===== config.mk =====
export PLATFORM = sky130hd
export DESIGN_NAME = dms_supervisor
export DESIGN_NICKNAME = d
export VERILOG_FILES = /design/src/logic/dms_pkg.sv /design/src/logic/dms_supervisor.sv
export SDC_FILE = /design/constraint.sdc
export NUM_CORES = 1
export LEC_CHECK = 0
export ABC_CLOCK_PERIOD_IN_PS = 13900
export BUFFER_PORTS_ARGS = -buffer_cell sky130_fd_sc_hd__buf_2
export CELL_PAD_IN_SITES_DETAIL_PLACEMENT = 1
export CELL_PAD_IN_SITES_GLOBAL_PLACEMENT = 1
export CORE_MARGIN = 4
export CORE_UTILIZATION = 46
export DETAILED_ROUTE_END_ITERATION = 10
export GPL_TIMING_DRIVEN = 0
export PLACE_DENSITY_LB_ADDON = 0.1
export SLEW_MARGIN = 20
export SYNTH_ARGS = -nofsm -noshare
export SYNTH_HDL_FRONTEND = slang
export SYNTH_SLANG_ARGS = --single-unit

===== constraint.sdc =====
create_clock -name mclk -period 13.9 [get_ports mclk]
set_input_delay 1.39 -clock mclk [delete_from_list [all_inputs] [get_ports mclk]]
set_output_delay 1.39 -clock mclk [all_outputs]
set_load 0.02 [all_outputs]

===== src/logic/dms_pkg.sv =====
// Constants, types and helper functions for the data mode call supervisor.
// Assumes a single 20 MHz system clock; all timing is counted in one-second ticks.
package dms_pkg;
  localparam int CLK_HZ = 20_000_000;
  localparam int TICK_S = 1;
  localparam int BILL_DATA_S = 2;
  localparam int BILL_FAX_S = 4;
  localparam int RETRAIN_S = 30;
  localparam logic [7:0] BILL_DATA_T = 8'(BILL_DATA_S / TICK_S);
  localparam logic [7:0] BILL_FAX_T = 8'(BILL_FAX_S / TICK_S);
  localparam logic [7:0] RETRAIN_T = 8'(RETRAIN_S / TICK_S);
  localparam logic [7:0] CNT_SAT = 8'hff;
  localparam logic [7:0] ESC_MAX = 8'h7f;
  localparam logic [1:0] ESC_LAST = 2'h2;

  localparam logic [7:0] A_CTRL = 8'h00;
  localparam logic [7:0] A_ESC = 8'h04;
  localparam logic [7:0] A_CARR = 8'h08;
  localparam logic [7:0] A_INACT = 8'h0c;
  localparam logic [7:0] A_MOD = 8'h10;
  localparam logic [7:0] A_STAT = 8'h14;
  localparam logic [7:0] A_RATE = 8'h18;

  localparam int C_CLASS = 0;
  localparam int C_RETRAIN = 2;
  localparam int C_FALLFWD = 3;
  localparam int C_FLOW = 4;
  localparam int C_BRK = 6;
  localparam int C_DTR = 8;
  localparam int C_AUTO = 10;
  localparam int C_ORIG = 11;
  localparam int C_W = 12;
  localparam logic [11:0] CTRL_RST = 12'h404;
  localparam logic [7:0] ESC_RST = 8'h2b;
  localparam logic [7:0] CARR_RST = 8'h02;
  localparam logic [7:0] INACT_RST = 8'h00;

  localparam logic [1:0] CLASS_DATA = 2'h0;
  localparam logic [1:0] FLOW_XON = 2'h1;
  localparam logic [1:0] FLOW_RTS = 2'h2;
  localparam logic [1:0] BRK_FWD = 2'h1;
  localparam logic [1:0] BRK_CMD = 2'h2;
  localparam logic [1:0] BRK_HANG = 2'h3;
  localparam logic [1:0] DTR_CMD = 2'h1;
  localparam logic [1:0] DTR_HANG = 2'h2;
  localparam logic [3:0] RES_NO_CARRIER = 4'h3;
  localparam logic [3:0] RES_LINE_IN_USE = 4'h4;

  localparam logic [15:0] R_75 = 16'h004b;
  localparam logic [15:0] R_300 = 16'h012c;
  localparam logic [15:0] R_1200 = 16'h04b0;
  localparam logic [15:0] R_2400 = 16'h0960;
  localparam logic [15:0] R_9600 = 16'h2580;
  localparam logic [15:0] R_14400 = 16'h3840;
  localparam logic [15:0] R_33600 = 16'h8340;
  localparam logic [15:0] R_56000 = 16'hdac0;

  typedef enum logic [3:0] {M_V21, M_V22, M_V22B, M_V23, M_V32, M_V32B, M_V34, M_V90, M_B103, M_B212} dms_mod_e;
  typedef enum logic [2:0] {S_IDLE, S_BILL, S_WAIT, S_DATA, S_RETRAIN, S_ONCMD} dms_state_e;
  localparam logic [3:0] MOD_RST = 4'(M_V90);

  function automatic logic [15:0] dms_max_rate(input logic [3:0] m);
    unique case (m)
      4'(M_V21), 4'(M_B103): dms_max_rate = R_300;
      4'(M_V22), 4'(M_V23), 4'(M_B212): dms_max_rate = R_1200;
      4'(M_V22B): dms_max_rate = R_2400;
      4'(M_V32): dms_max_rate = R_9600;
      4'(M_V32B): dms_max_rate = R_14400;
      4'(M_V34): dms_max_rate = R_33600;
      default: dms_max_rate = R_56000;
    endcase
  endfunction : dms_max_rate

  function automatic logic dms_high_mod(input logic [3:0] m);
    dms_high_mod = (m >= 4'(M_V32)) && (m <= 4'(M_V90));
  endfunction : dms_high_mod
endpackage : dms_pkg


===== src/logic/dms_supervisor.sv =====
// Data mode call supervisor: escape, break, timeouts, flow control and rates.
// Assumes pump and terminal inputs are synchronous to mclk; event inputs are one-cycle pulses.
// Behaviour
// RULE1: Calls are only started while the service class selects data.
// RULE2: Three escape characters from the terminal in data mode enter command mode.
// RULE3: Escape detection is off while the escape setting exceeds 127.
// RULE4: Low-speed non-MNP10 calls hang up when carrier is absent beyond the delay.
// RULE5: With retrain enabled, bad line quality starts a retrain.
// RULE6: Retrain repeats until quality is good; hang up after 30 seconds.
// RULE7: Hang up after the programmed interval without data either way.
// RULE8: Terminal or line data restarts the inactivity count.
// RULE9: Inactivity setting is 0 to 255 seconds; zero disables it.
// RULE10: Line slower than terminal throttles terminal by XOFF/XON or CTS.
// RULE11: Terminal RTS holds line data only when RTS flow is selected.
// RULE12: Terminal-ready changes act as the terminal-ready setting selects.
// RULE13: In automode the rate cap is the terminal rate when it is lower.
// RULE14: V.23 originate sends 75, receives 1200; answer reverses; report 1200.
// RULE15: BREAK from terminal or line acts as the break setting selects.
// RULE16: Remote cleardown in non-EC V.32 to V.90 ends the call.
// RULE17: Fall forward setting moves speed up or down in V.32 to V.90.
// RULE18: Tone dial while line is in use stays on hook, reports line in use.
// RULE19: Answering blocks data 2 seconds, or 4 in fax adaptive answer.
// RULE20: A one-second tick drives all timeouts; counters clear on reset.
//
// Implementation choices: the register offsets and the strobed register port.
`timescale 1ns/1ps
`default_nettype none
module dms_supervisor #(
  parameter int TICK_CYC = dms_pkg::CLK_HZ * dms_pkg::TICK_S
) (
  input  wire logic        mclk,
  input  wire logic        sys_rst,
  input  wire logic [7:0]  reg_addr,
  input  wire logic [31:0] reg_wdata,
  input  wire logic        reg_wr,
  input  wire logic        reg_rd,
  output logic      [31:0] reg_rdata,
  input  wire logic        dial_tone_req,
  input  wire logic        answer_req,
  input  wire logic        answer_fax,
  input  wire logic        line_in_use,
  input  wire logic        connect_done,
  input  wire logic        online_resume,
  input  wire logic        host_hangup,
  input  wire logic        carrier_det,
  input  wire logic        remote_cleardown,
  input  wire logic        ec_mode,
  input  wire logic        mnp10_mode,
  input  wire logic        line_quality_ok,
  input  wire logic        quality_up,
  input  wire logic        quality_down,
  input  wire logic        term_rx_valid,
  input  wire logic [7:0]  term_rx_char,
  input  wire logic        line_rx_valid,
  input  wire logic        term_break,
  input  wire logic        line_break,
  input  wire logic        term_ready,
  input  wire logic        term_rts,
  input  wire logic        line_tx_full,
  input  wire logic [15:0] line_rate,
  input  wire logic [15:0] term_rate,
  output logic             off_hook,
  output logic             data_mode,
  output logic             data_block,
  output logic             retrain_req,
  output logic             rate_up,
  output logic             rate_down,
  output logic             hangup,
  output logic             esc_detect,
  output logic             break_fwd,
  output logic             send_xoff,
  output logic             send_xon,
  output logic             cts,
  output logic             rx_hold,
  output logic             result_valid,
  output logic      [3:0]  result_code,
  output logic      [15:0] rate_cap,
  output logic      [15:0] tx_rate,
  output logic      [15:0] rx_rate,
  output logic      [15:0] report_rate
);
  import dms_pkg::*;

  dms_state_e  state;
  dms_state_e  next_state;
  logic [C_W-1:0] reg_ctrl;
  logic [7:0]  reg_esc;
  logic [7:0]  reg_carr;
  logic [7:0]  reg_inact;
  logic [3:0]  reg_mod;
  logic [24:0] tick_cnt;
  logic        tick;
  logic [7:0]  bill_cnt;
  logic [7:0]  bill_lim;
  logic [7:0]  retrain_cnt;
  logic [7:0]  carr_cnt;
  logic [7:0]  inact_cnt;
  logic [1:0]  esc_cnt;
  logic        term_ready_q;
  logic        throttle_q;
  logic        class_ok;
  logic        in_call;
  logic        esc_on;
  logic        esc_hit;
  logic        brk_evt;
  logic        dtr_fall;
  logic        carr_drop;
  logic        clear_drop;
  logic        inact_drop;
  logic        retr_drop;
  logic        drop;
  logic        throttle;
  logic [1:0]  flow;
  logic [1:0]  brk_resp;
  logic [1:0]  dtr_resp;

  assign flow = reg_ctrl[C_FLOW+:2];
  assign brk_resp = reg_ctrl[C_BRK+:2];
  assign dtr_resp = reg_ctrl[C_DTR+:2];
  assign class_ok = reg_ctrl[C_CLASS+:2] == CLASS_DATA;  // [RULE1]
  assign in_call = (state == S_DATA) || (state == S_RETRAIN) || (state == S_ONCMD);
  assign esc_on = reg_esc <= ESC_MAX;  // [RULE3]
  assign esc_hit = (state == S_DATA) && term_rx_valid && esc_on && (term_rx_char == reg_esc)
                   && (esc_cnt == ESC_LAST);  // [RULE2]
  assign brk_evt = (state == S_DATA) && (term_break || line_break);  // [RULE15]
  assign dtr_fall = term_ready_q && !term_ready;
  assign carr_drop = in_call && !dms_high_mod(reg_mod) && !mnp10_mode && (carr_cnt > reg_carr);  // [RULE4]
  assign clear_drop = in_call && remote_cleardown && !ec_mode && dms_high_mod(reg_mod);  // [RULE16]
  assign inact_drop = in_call && (reg_inact != 8'h00) && (inact_cnt >= reg_inact);  // [RULE7] [RULE9]
  assign retr_drop = (state == S_RETRAIN) && (retrain_cnt >= RETRAIN_T);  // [RULE6]
  assign drop = carr_drop || clear_drop || inact_drop || retr_drop
                || (in_call && dtr_fall && dtr_resp == DTR_HANG)  // [RULE12]
                || (brk_evt && brk_resp == BRK_HANG)
                || ((state != S_IDLE) && host_hangup);
  assign throttle = in_call && (line_rate < term_rate) && line_tx_full;  // [RULE10]

  // Register writes
  always_ff @(posedge mclk or posedge sys_rst) begin
    if (sys_rst) begin
      reg_ctrl <= CTRL_RST;
      reg_esc <= ESC_RST;
      reg_carr <= CARR_RST;
      reg_inact <= INACT_RST;
      reg_mod <= MOD_RST;
    end else if (reg_wr) begin
      unique case (reg_addr)
        A_CTRL: reg_ctrl <= reg_wdata[C_W-1:0];
        A_ESC: reg_esc <= reg_wdata[7:0];
        A_CARR: reg_carr <= reg_wdata[7:0];
        A_INACT: reg_inact <= reg_wdata[7:0];
        A_MOD: reg_mod <= reg_wdata[3:0];
        default: ;
      endcase
    end
  end

  // Register reads, data valid the cycle after the strobe only
  always_ff @(posedge mclk or posedge sys_rst) begin
    if (sys_rst) begin
      reg_rdata <= 32'h0000_0000;
    end else if (reg_rd) begin
      unique case (reg_addr)
        A_CTRL: reg_rdata <= {20'h00000, reg_ctrl};
        A_ESC: reg_rdata <= {24'h000000, reg_esc};
        A_CARR: reg_rdata <= {24'h000000, reg_carr};
        A_INACT: reg_rdata <= {24'h000000, reg_inact};
        A_MOD: reg_rdata <= {28'h0000000, reg_mod};
        A_STAT: reg_rdata <= {24'h000000, esc_cnt, throttle_q, off_hook, 1'b0, state};
        A_RATE: reg_rdata <= {rx_rate, tx_rate};
        default: reg_rdata <= 32'h0000_0000;
      endcase
    end else begin
      reg_rdata <= 32'h0000_0000;
    end
  end

  // One-second tick
  always_ff @(posedge mclk or posedge sys_rst) begin
    if (sys_rst) begin
      tick_cnt <= 25'h0000000;
      tick <= 1'b0;
    end else if (tick_cnt >= 25'(TICK_CYC - 1)) begin  // [RULE20]
      tick_cnt <= 25'h0000000;
      tick <= 1'b1;
    end else begin
      tick_cnt <= tick_cnt + 25'h0000001;
      tick <= 1'b0;
    end
  end

  // Answer billing delay
  always_ff @(posedge mclk or posedge sys_rst) begin
    if (sys_rst) begin
      bill_cnt <= 8'h00;
      bill_lim <= BILL_DATA_T;
    end else if (state == S_IDLE) begin
      bill_cnt <= 8'h00;
      bill_lim <= answer_fax ? BILL_FAX_T : BILL_DATA_T;  // [RULE19]
    end else if (state == S_BILL && tick) begin
      bill_cnt <= bill_cnt + 8'h01;
    end
  end

  // Retrain time limit
  always_ff @(posedge mclk or posedge sys_rst) begin
    if (sys_rst) begin
      retrain_cnt <= 8'h00;
    end else if (state != S_RETRAIN) begin
      retrain_cnt <= 8'h00;
    end else if (tick && retrain_cnt != CNT_SAT) begin
      retrain_cnt <= retrain_cnt + 8'h01;  // [RULE6] [RULE20]
    end
  end

  // Carrier absence
  always_ff @(posedge mclk or posedge sys_rst) begin
    if (sys_rst) begin
      carr_cnt <= 8'h00;
    end else if (!in_call || carrier_det) begin
      carr_cnt <= 8'h00;
    end else if (tick && carr_cnt != CNT_SAT) begin
      carr_cnt <= carr_cnt + 8'h01;  // [RULE4] [RULE20]
    end
  end

  // Inactivity
  always_ff @(posedge mclk or posedge sys_rst) begin
    if (sys_rst) begin
      inact_cnt <= 8'h00;
    end else if (!in_call || term_rx_valid || line_rx_valid) begin
      inact_cnt <= 8'h00;  // [RULE8]
    end else if (tick && inact_cnt != CNT_SAT) begin
      inact_cnt <= inact_cnt + 8'h01;  // [RULE20]
    end
  end

  // Escape characters
  always_ff @(posedge mclk or posedge sys_rst) begin
    if (sys_rst) begin
      esc_cnt <= 2'h0;
    end else if (state != S_DATA || !esc_on || esc_hit) begin
      esc_cnt <= 2'h0;  // [RULE3]
    end else if (term_rx_valid) begin
      esc_cnt <= (term_rx_char == reg_esc) ? esc_cnt + 2'h1 : 2'h0;  // [RULE2]
    end
  end

  always_ff @(posedge mclk or posedge sys_rst) begin
    if (sys_rst) begin
      term_ready_q <= 1'b0;
      throttle_q <= 1'b0;
    end else begin
      term_ready_q <= term_ready;
      throttle_q <= throttle;
    end
  end

  // Call state
  always_comb begin
    next_state = state;
    if (drop) begin
      next_state = S_IDLE;
    end else begin
      unique case (state)
        S_IDLE: begin
          if (class_ok && dial_tone_req && !line_in_use) begin  // [RULE1] [RULE18]
            next_state = S_WAIT;
          end else if (class_ok && answer_req && !dial_tone_req) begin
            next_state = S_BILL;
          end
        end
        S_BILL: begin
          if (bill_cnt >= bill_lim) begin  // [RULE19]
            next_state = S_WAIT;
          end
        end
        S_WAIT: begin
          if (connect_done) begin
            next_state = S_DATA;
          end
        end
        S_DATA: begin
          if (esc_hit || (brk_evt && brk_resp == BRK_CMD) || (dtr_fall && dtr_resp == DTR_CMD)) begin
            next_state = S_ONCMD;  // [RULE2] [RULE12] [RULE15]
          end else if (reg_ctrl[C_RETRAIN] && !line_quality_ok) begin
            next_state = S_RETRAIN;  // [RULE5]
          end
        end
        S_RETRAIN: begin
          if (line_quality_ok) begin
            next_state = S_DATA;  // [RULE6]
          end
        end
        S_ONCMD: begin
          if (online_resume) begin
            next_state = S_DATA;
          end
        end
        default: next_state = S_IDLE;
      endcase
    end
  end

  always_ff @(posedge mclk or posedge sys_rst) begin
    if (sys_rst) begin
      state <= S_IDLE;
    end else begin
      state <= next_state;
    end
  end

  // Line and mode outputs, aligned with the state
  always_ff @(posedge mclk or posedge sys_rst) begin
    if (sys_rst) begin
      off_hook <= 1'b0;
      data_mode <= 1'b0;
      data_block <= 1'b0;
      retrain_req <= 1'b0;
      hangup <= 1'b0;
      esc_detect <= 1'b0;
      break_fwd <= 1'b0;
    end else begin
      off_hook <= next_state != S_IDLE;
      data_mode <= next_state == S_DATA;
      data_block <= next_state == S_BILL;  // [RULE19]
      retrain_req <= next_state == S_RETRAIN;  // [RULE5]
      hangup <= drop;
      esc_detect <= esc_hit;
      break_fwd <= brk_evt && brk_resp == BRK_FWD;  // [RULE15]
    end
  end

  // Result codes
  always_ff @(posedge mclk or posedge sys_rst) begin
    if (sys_rst) begin
      result_valid <= 1'b0;
      result_code <= 4'h0;
    end else if (state == S_IDLE && class_ok && dial_tone_req && line_in_use) begin
      result_valid <= 1'b1;
      result_code <= RES_LINE_IN_USE;  // [RULE18]
    end else if (drop) begin
      result_valid <= 1'b1;
      result_code <= RES_NO_CARRIER;
    end else begin
      result_valid <= 1'b0;
    end
  end

  // Speed adjust and terminal flow control
  always_ff @(posedge mclk or posedge sys_rst) begin
    if (sys_rst) begin
      rate_up <= 1'b0;
      rate_down <= 1'b0;
      send_xoff <= 1'b0;
      send_xon <= 1'b0;
      cts <= 1'b1;
      rx_hold <= 1'b0;
    end else begin
      rate_up <= (state == S_DATA) && reg_ctrl[C_FALLFWD] && dms_high_mod(reg_mod) && quality_up;  // [RULE17]
      rate_down <= (state == S_DATA) && reg_ctrl[C_FALLFWD] && dms_high_mod(reg_mod) && quality_down;
      send_xoff <= (flow == FLOW_XON) && throttle && !throttle_q;  // [RULE10]
      send_xon <= (flow == FLOW_XON) && !throttle && throttle_q;
      cts <= !((flow == FLOW_RTS) && throttle);
      rx_hold <= in_call && (flow == FLOW_RTS) && !term_rts;  // [RULE11]
    end
  end

  // Rates
  always_ff @(posedge mclk or posedge sys_rst) begin
    if (sys_rst) begin
      rate_cap <= R_56000;
      tx_rate <= R_1200;
      rx_rate <= R_1200;
      report_rate <= R_1200;
    end else begin
      if (reg_ctrl[C_AUTO] && term_rate < dms_max_rate(reg_mod)) begin
        rate_cap <= term_rate;  // [RULE13]
      end else begin
        rate_cap <= dms_max_rate(reg_mod);
      end
      if (reg_mod == 4'(M_V23)) begin
        tx_rate <= reg_ctrl[C_ORIG] ? R_75 : R_1200;  // [RULE14]
        rx_rate <= reg_ctrl[C_ORIG] ? R_1200 : R_75;
        report_rate <= R_1200;
      end else begin
        tx_rate <= line_rate;
        rx_rate <= line_rate;
        report_rate <= line_rate;
      end
    end
  end
endmodule : dms_supervisor
`default_nettype wire


==> results of run 1 <==
## registers in the layout, indices dropped and copies added (netlist names), 3 cells and up
| register | flops |
|---|---|
| carr_cnt | 8 |
| inact_cnt | 8 |
| rx_rate | 8 |
| retrain_cnt | 8 |
| reg_rdata | 28 |
| reg_inact | 8 |
| tick_cnt | 25 |
| reg_carr | 8 |
| state | 3 |
| reg_esc | 8 |
| reg_ctrl | 12 |
| report_rate | 16 |
| bill_cnt | 8 |
| tx_rate | 8 |
| reg_mod | 4 |
| rate_cap | 16 |
## power by group
part | switching, mW | internal, mW | leakage (nW)
sequential | 0.0190 | 0.611 | 2.57
combinational | 0.146 | 0.0823 | 3.20
clock | 0.258 | 0.244 | 0.285
total | 0.423 | 0.937 | 6.06
## area by class of cell
class / count / area [µm²] / share of cell area
flip-flops and latches: 199 / 5020 / 0.419
multi-input cells: 624 / 4440 / 0.371
repair buffers: 197 / 1030 / 0.0862
clock buffers: 17 / 425 / 0.0356
well taps: 275 / 344 / 0.0288
plain buffers: 51 / 300 / 0.0251
inverters: 59 / 229 / 0.0191
clock inverters: 15 / 174 / 0.0145
diodes: 1 / 2.50 / 0.000209
## placed cells by master (no fill, tap or decap), drive strengths merged, types with 4 or more instances in the layout
cell    instances
buf           232
dfrtp         168
nor2           84
nand2          73
inv            67
ha             57
mux2           43
clkbuf         33
dfstp          31
a21oi          29
xor2           29
and3           28
o21ai          27
xnor2          26
mux2i          22
nand4          22
nand3          22
nor3           20
a22oi          17
nand2b         16
nor2b          11
and2           11
a21o           10
a31oi           9
nor4            7
a22o            6
and4            6
clkinv          5
nand3b          5
nor4bb          4
a211oi          4
or4             4
## worst paths after layout
check                                       startpoint                 endpoint  slack (ns)  cells past startpoint
worst max register to register  reg_mod[2]$_DFFE_PP1P_    rate_cap[8]$_DFF_PP0_       10.58                     13
max in group asynchronous                      sys_rst  bill_lim[1]$_DFFE_PP1P_       11.79                      4
worst max-delay path                       reg_addr[1]  reg_rdata[10]$_DFF_PP0_       10.57                      6
worst min-delay path              throttle_q$_DFF_PP0_      send_xoff$_DFF_PP0_        0.48                      1
min in group asynchronous                      sys_rst    rate_cap[3]$_DFF_PP0_        1.01                      2
worst min register to register    throttle_q$_DFF_PP0_      send_xoff$_DFF_PP0_        0.48                      1
## worst register-to-register path, delay by kind of cell (launching register included)
family                     cells  cell delay (ns)
muxes                          1             0.27
and+or+nand+nor                1             0.10
buffers and inverters          4             1.26
DFF                            1             0.56
AOI/OAI and AO/OA              6             0.72
adders and majority gates      1             0.33
## logic make-up after synthesis
family / Yosys count / synth area share
multiplexers: 65 / 0.0743
flip-flops: 199 / 0.503
buffers and inverters: 110 / 0.0523
AO/OA/AOI/OAI: 124 / 0.0812
adder cells (fa/ha/maj): 57 / 0.0715
XOR/XNOR: 55 / 0.0483
other: 1 / 0.000376
AND/OR/NAND/NOR: 322 / 0.169
## layer usage
metal,track usage,vias to the layer above,part of all wire
li1,-,3657,-
met1,0.305,3896,0.42
met2,0.429,172,0.51
met3,0.0673,21,0.063
met4,0.0459,2,0.010
met5,0,-,0.00041
## metrics by stage
stage / hold WS, ns / utilization / instances
global route: 0.515 / 0.566 / 1437
global placement: 0.446 / 0.534 / 1403
floorplan: 0.425 / - / 933
finish: 0.483 / 0.566 / 1438
detailed placement: 0.482 / 0.537 / 1405
CTS: 0.493 / 0.566 / 1437
==> flow_summary.ini, run 1 <==
[drt]
drt_iter0_drc = 314
vias = 7748
avgRoutedWirePerCell_um = 20.2
route.detailed.drc = 0
antenna_left = 0
wirelength_um = 29100
firstDrtPassIters = 4
avgViaCountPerCell = 5.39

[final_layout]
synthToLayoutAreaGrowth_pct = 19.9
nets = 1311
drive_gt1_frac = 0.298
final_area_um2 = 12000
n_fill_cell = 2410

[grt]
grt_max_degree = 77
grt_pass1_vias = 8384
track_usage = 0.244
antenna_found_initial = 2
overflow = 0
grt_pass1_wl_um = 46200

[run_status]
status = complete, no violations

[floorplanning]
io-pin-count = 219
core_area_um2 = 21200
dieWidth_um = 155
start_util = 0.472
die_area_um2 = 24100
num_rows = 53
die_h_um = 155

[critical_path]
cp_slowest_stage_delay_ns = 0.89
crit_arrival_ns = 3.70
start_kind = primary input
crit_family = simple AND/OR/NAND/NOR gates
cp-end-kind = flip-flop
critPathMaxFanout = 9
worstPathCellList = buf_2, or4_4, nor2_1, nand3_2, nor4b_1, a32o_1
crit_required_ns = 14.27
worst-path-buf-inv = 1
crit_type = in2reg
cpMaxStageDelayCell = nor4b_1

[timing]
slew_viol_final = 0
setup-tns-final_ns = 0
hold_viol = 0
fin_skew_ns = 0.0132
tightest_slew_ns = 1.07
rsz0062_at_grt = no
maxSlewHeadroom = 0.281
fin_crit_sh = 0.240
finalCriticalPeriod_ns = 3.33
fmax_mhz = 300
setup_slack_ns = 10.57
setup_violations = 0

[clocking]
clock_sinks = 199
clk_path_buf_depth = 2
cts_resized = 0
clock-root-buffer = clkbuf_16
clk_pin_slew_worst_paths_ns = 0.08
insertion_delay_ns = 0.44
tritoncts = done
postCtsSetupBuffers = 0
hold_buffers = 0
numCtsBuffers = 17
h-tree-depth = 4

[synth]
synthCells = 933
synth-warning-count = 0
synth-edff-count = 0
yosys.cell_count.top_type = dfrtp_1
synth_top_area_cell = dfrtp_1
ys.flop_type = dfrtp_1
syn-cell-area_um2 = 9980
async_reset_ff_frac = 1.00
ys_top_cells_by_area = dfrtp_1 42%, dfstp_2 8.2%, ha_1 7.1%, mux2_2 3.7%, nor2_1 3.2%
netlist.area_leader.share = 0.421
syn_nets = 1095
synth_cell_type_count = 63
avgSynthCellArea_um2 = 10.7
synth_common_cells = 168 x dfrtp_1, 84 x nor2_1, 70 x nand2_1, 59 x inv_1, 57 x ha_1
yosysSeqAreaShare = 0.503
synth-seq-cells = 199

[power]
p_total_mw = 1.36
irDropWorstVdd_mv = 0.0818
total_leakage_power_nw = 6.06
powerDensity_nw_per_um2 = 114

[worst_hold_path]
hold_class = reg2reg

[placement]
hpwl_um = 22100
place_ws_ns = 10.13
gp_congestion = 0.868
placedInstanceArea_um2 = 11400
port_buffers = 195

[run]
cap_violations = 0
Power figures use the tool's default switching activity.
==> inputs of run 2 (changes only) <==
--- a/config.mk
+++ b/config.mk
@@ -5,12 +5,12 @@
 export SDC_FILE = /design/constraint.sdc
 export NUM_CORES = 1
 export LEC_CHECK = 0
-export ABC_CLOCK_PERIOD_IN_PS = 13900
+export ABC_CLOCK_PERIOD_IN_PS = 3150
 export BUFFER_PORTS_ARGS = -buffer_cell sky130_fd_sc_hd__buf_2
 export CELL_PAD_IN_SITES_DETAIL_PLACEMENT = 1
 export CELL_PAD_IN_SITES_GLOBAL_PLACEMENT = 1
 export CORE_MARGIN = 4
-export CORE_UTILIZATION = 46
+export CORE_UTILIZATION = 43
 export DETAILED_ROUTE_END_ITERATION = 10
 export GPL_TIMING_DRIVEN = 0
 export PLACE_DENSITY_LB_ADDON = 0.1
==> constraint.sdc (replaced) <==
create_clock -name mclk -period 3.15 [get_ports mclk]
set_input_delay 0.315 -clock mclk [delete_from_list [all_inputs] [get_ports mclk]]
set_output_delay 0.315 -clock mclk [all_outputs]
set_load 0.02 [all_outputs]
==> run 2 against run 1 <==
Effect of this change:
- utilization shrank 3.2 points
- non-clock buffer count increased by 7
- via count up 0.89%
==> flow_summary.ini, run 2 (synthesis gave the netlist of run 1 again) <==
[run_status]
status = complete, no violations

[grt]
antenna_found_initial = 5
grt_pass1_vias = 8593
use_met2 = 0.416
track_usage = 0.237
grt_pass1_wl_um = 47400
grt_max_degree = 35
top_usage_layer = met2
grt_util_met1 = 0.283
groute.layer.met3.usage = 0.0778
overflow = 0

[critical_path]
critPathMaxFanout = 10
crit_type = reg2reg
cp-end-kind = flip-flop
cp-startpoint = reg_mod[2]$_DFFE_PP1P_
crit_required_ns = 3.51
r2r-end = rate_cap[14]$_DFF_PP1_
r2r_start = reg_mod[2]$_DFFE_PP1P_
rrSetupSlack_ns = 0.24
rr_worst_depth = 10
start_kind = flip-flop
crit_arrival_ns = 3.27
crit_end = rate_cap[14]$_DFF_PP1_

[clocking]
clock_sinks = 199
clk_path_buf_depth = 2
h-tree-depth = 4
insertion_delay_ns = 0.46
clk_pin_slew_worst_paths_ns = 0.09
tritoncts = done
clock-root-buffer = clkbuf_16
numCtsBuffers = 17
postCtsSetupBuffers = 0

[final_layout]
drive_gt1_frac = 0.304
multi_input_area_um2 = 4450
regArea_um2 = 5020
n_fill_cell = 2533
antenna_cells = 0
reg.largest.list = reg_rdata (28), tick_cnt (25)
final_area_um2 = 12100
final_cell_mix = 200 x buf_2, 168 x dfrtp_1, 84 x nor2_1
final_core_util = 0.534
largest_reg_flops = 28
final_common_cell = buf_2
regMostFlops = reg_rdata
synthToLayoutAreaGrowth_pct = 21.5
nets = 1318

[floorplanning]
die_area_um2 = 25700
io-pin-count = 219
core_area_um2 = 22700
dieWidth_um = 160
start_util = 0.440
die_h_um = 160
num_rows = 55

[power]
powerDensity_nw_per_um2 = 502
total_leakage_power_nw = 6.13
irDropWorstVdd_mv = 0.279

[timing]
maxSlewHeadroom = 0.365
setup-tns-final_ns = 0
slew_viol_final = 0
hold_viol = 0
fin_skew_ns = 0.0172
setup_violations = 0
fin_crit_sh = 0.923
finalCriticalPeriod_ns = 2.91
rsz0062_at_grt = no
tightest_slew_ns = 0.943
setup_slack_ns = 0.241
fmax_mhz = 344

[placement]
placedInstanceArea_um2 = 11500
port_buffers = 195
hpwl_um = 22700
gp_congestion = 0.805
place_ws_ns = -0.448

[run]
cap_violations = 0

[drt]
drt_iter0_drc = 291
vias = 7817
firstDrtPassIters = 4
route.detailed.drc = 0
avgViaCountPerCell = 5.38
wirelength_um = 29700
antenna_left = 0
avgRoutedWirePerCell_um = 20.4

[worst_hold_path]
hold_class = in2reg
run 2: how the worst min path moves through the flow:
stage | start | endpoint | cells past startpoint
3_5_place_dp | sys_rst | data_block$_DFF_PP0_ | 2
5_1_grt | answer_fax | bill_lim[1]$_DFFE_PP1P_ | 2
3_3_place_gp | term_ready | term_ready_q$_DFF_PP0_ | 1
6_report | answer_fax | bill_lim[1]$_DFFE_PP1P_ | 2
4_1_cts | answer_fax | bill_lim[1]$_DFFE_PP1P_ | 2
2_1_floorplan | term_ready | term_ready_q$_DFF_PP0_ | 0
run 2: metrics by stage:
stage          total power [mW]  instances  hold WS [ns]
2_1_floorplan              3.44        933         0.346
3_3_place_gp               3.81       1413         0.453
3_5_place_dp               3.86       1420         0.269
4_1_cts                    6.14       1454        0.0320
5_1_grt                    6.37       1454        0.0470
6_report                   6.08       1454        0.0514
run 2: cell type report:
class / instances / area share
plain buffers: 50 / 0.0248
clock buffers: 17 / 0.0351
clock inverters: 15 / 0.0164
inverters: 59 / 0.0186
multi-input cells: 624 / 0.367
flip-flops and latches: 199 / 0.414
well taps: 285 / 0.0294
repair buffers: 205 / 0.0951
run 2: routing by layer:
| layer | part of all wire | up-vias |
|---|---|---|
| li1 | - | 3656 |
| met1 | 0.41 | 3926 |
| met2 | 0.51 | 196 |
| met3 | 0.064 | 31 |
| met4 | 0.015 | 8 |
| met5 | 0.0015 | - |
run 2: critical path, cell delays in order (launching register included):
cell       delay [ns]
dfstp_2          0.56
nor2b_2          0.45
nand2_1          0.18
ha_1             0.34
a21oi_1          0.15
nor2b_1          0.06
o21ai_0          0.17
o2111ai_1        0.15
a21o_2           0.29
buf_4            0.23
mux2i_1          0.25
run 2: repair_timing:
item,CTS,global route
gates resized for setup,2,3
endpoints found under the hold margin,9,0
endpoints found under the setup margin,10,1
hold buffers,3,0
run 2: power by group:
group	internal [mW]	switching, mW
Combinational	0.379	0.651
Sequential	2.70	0.0847
Clock	1.09	1.18
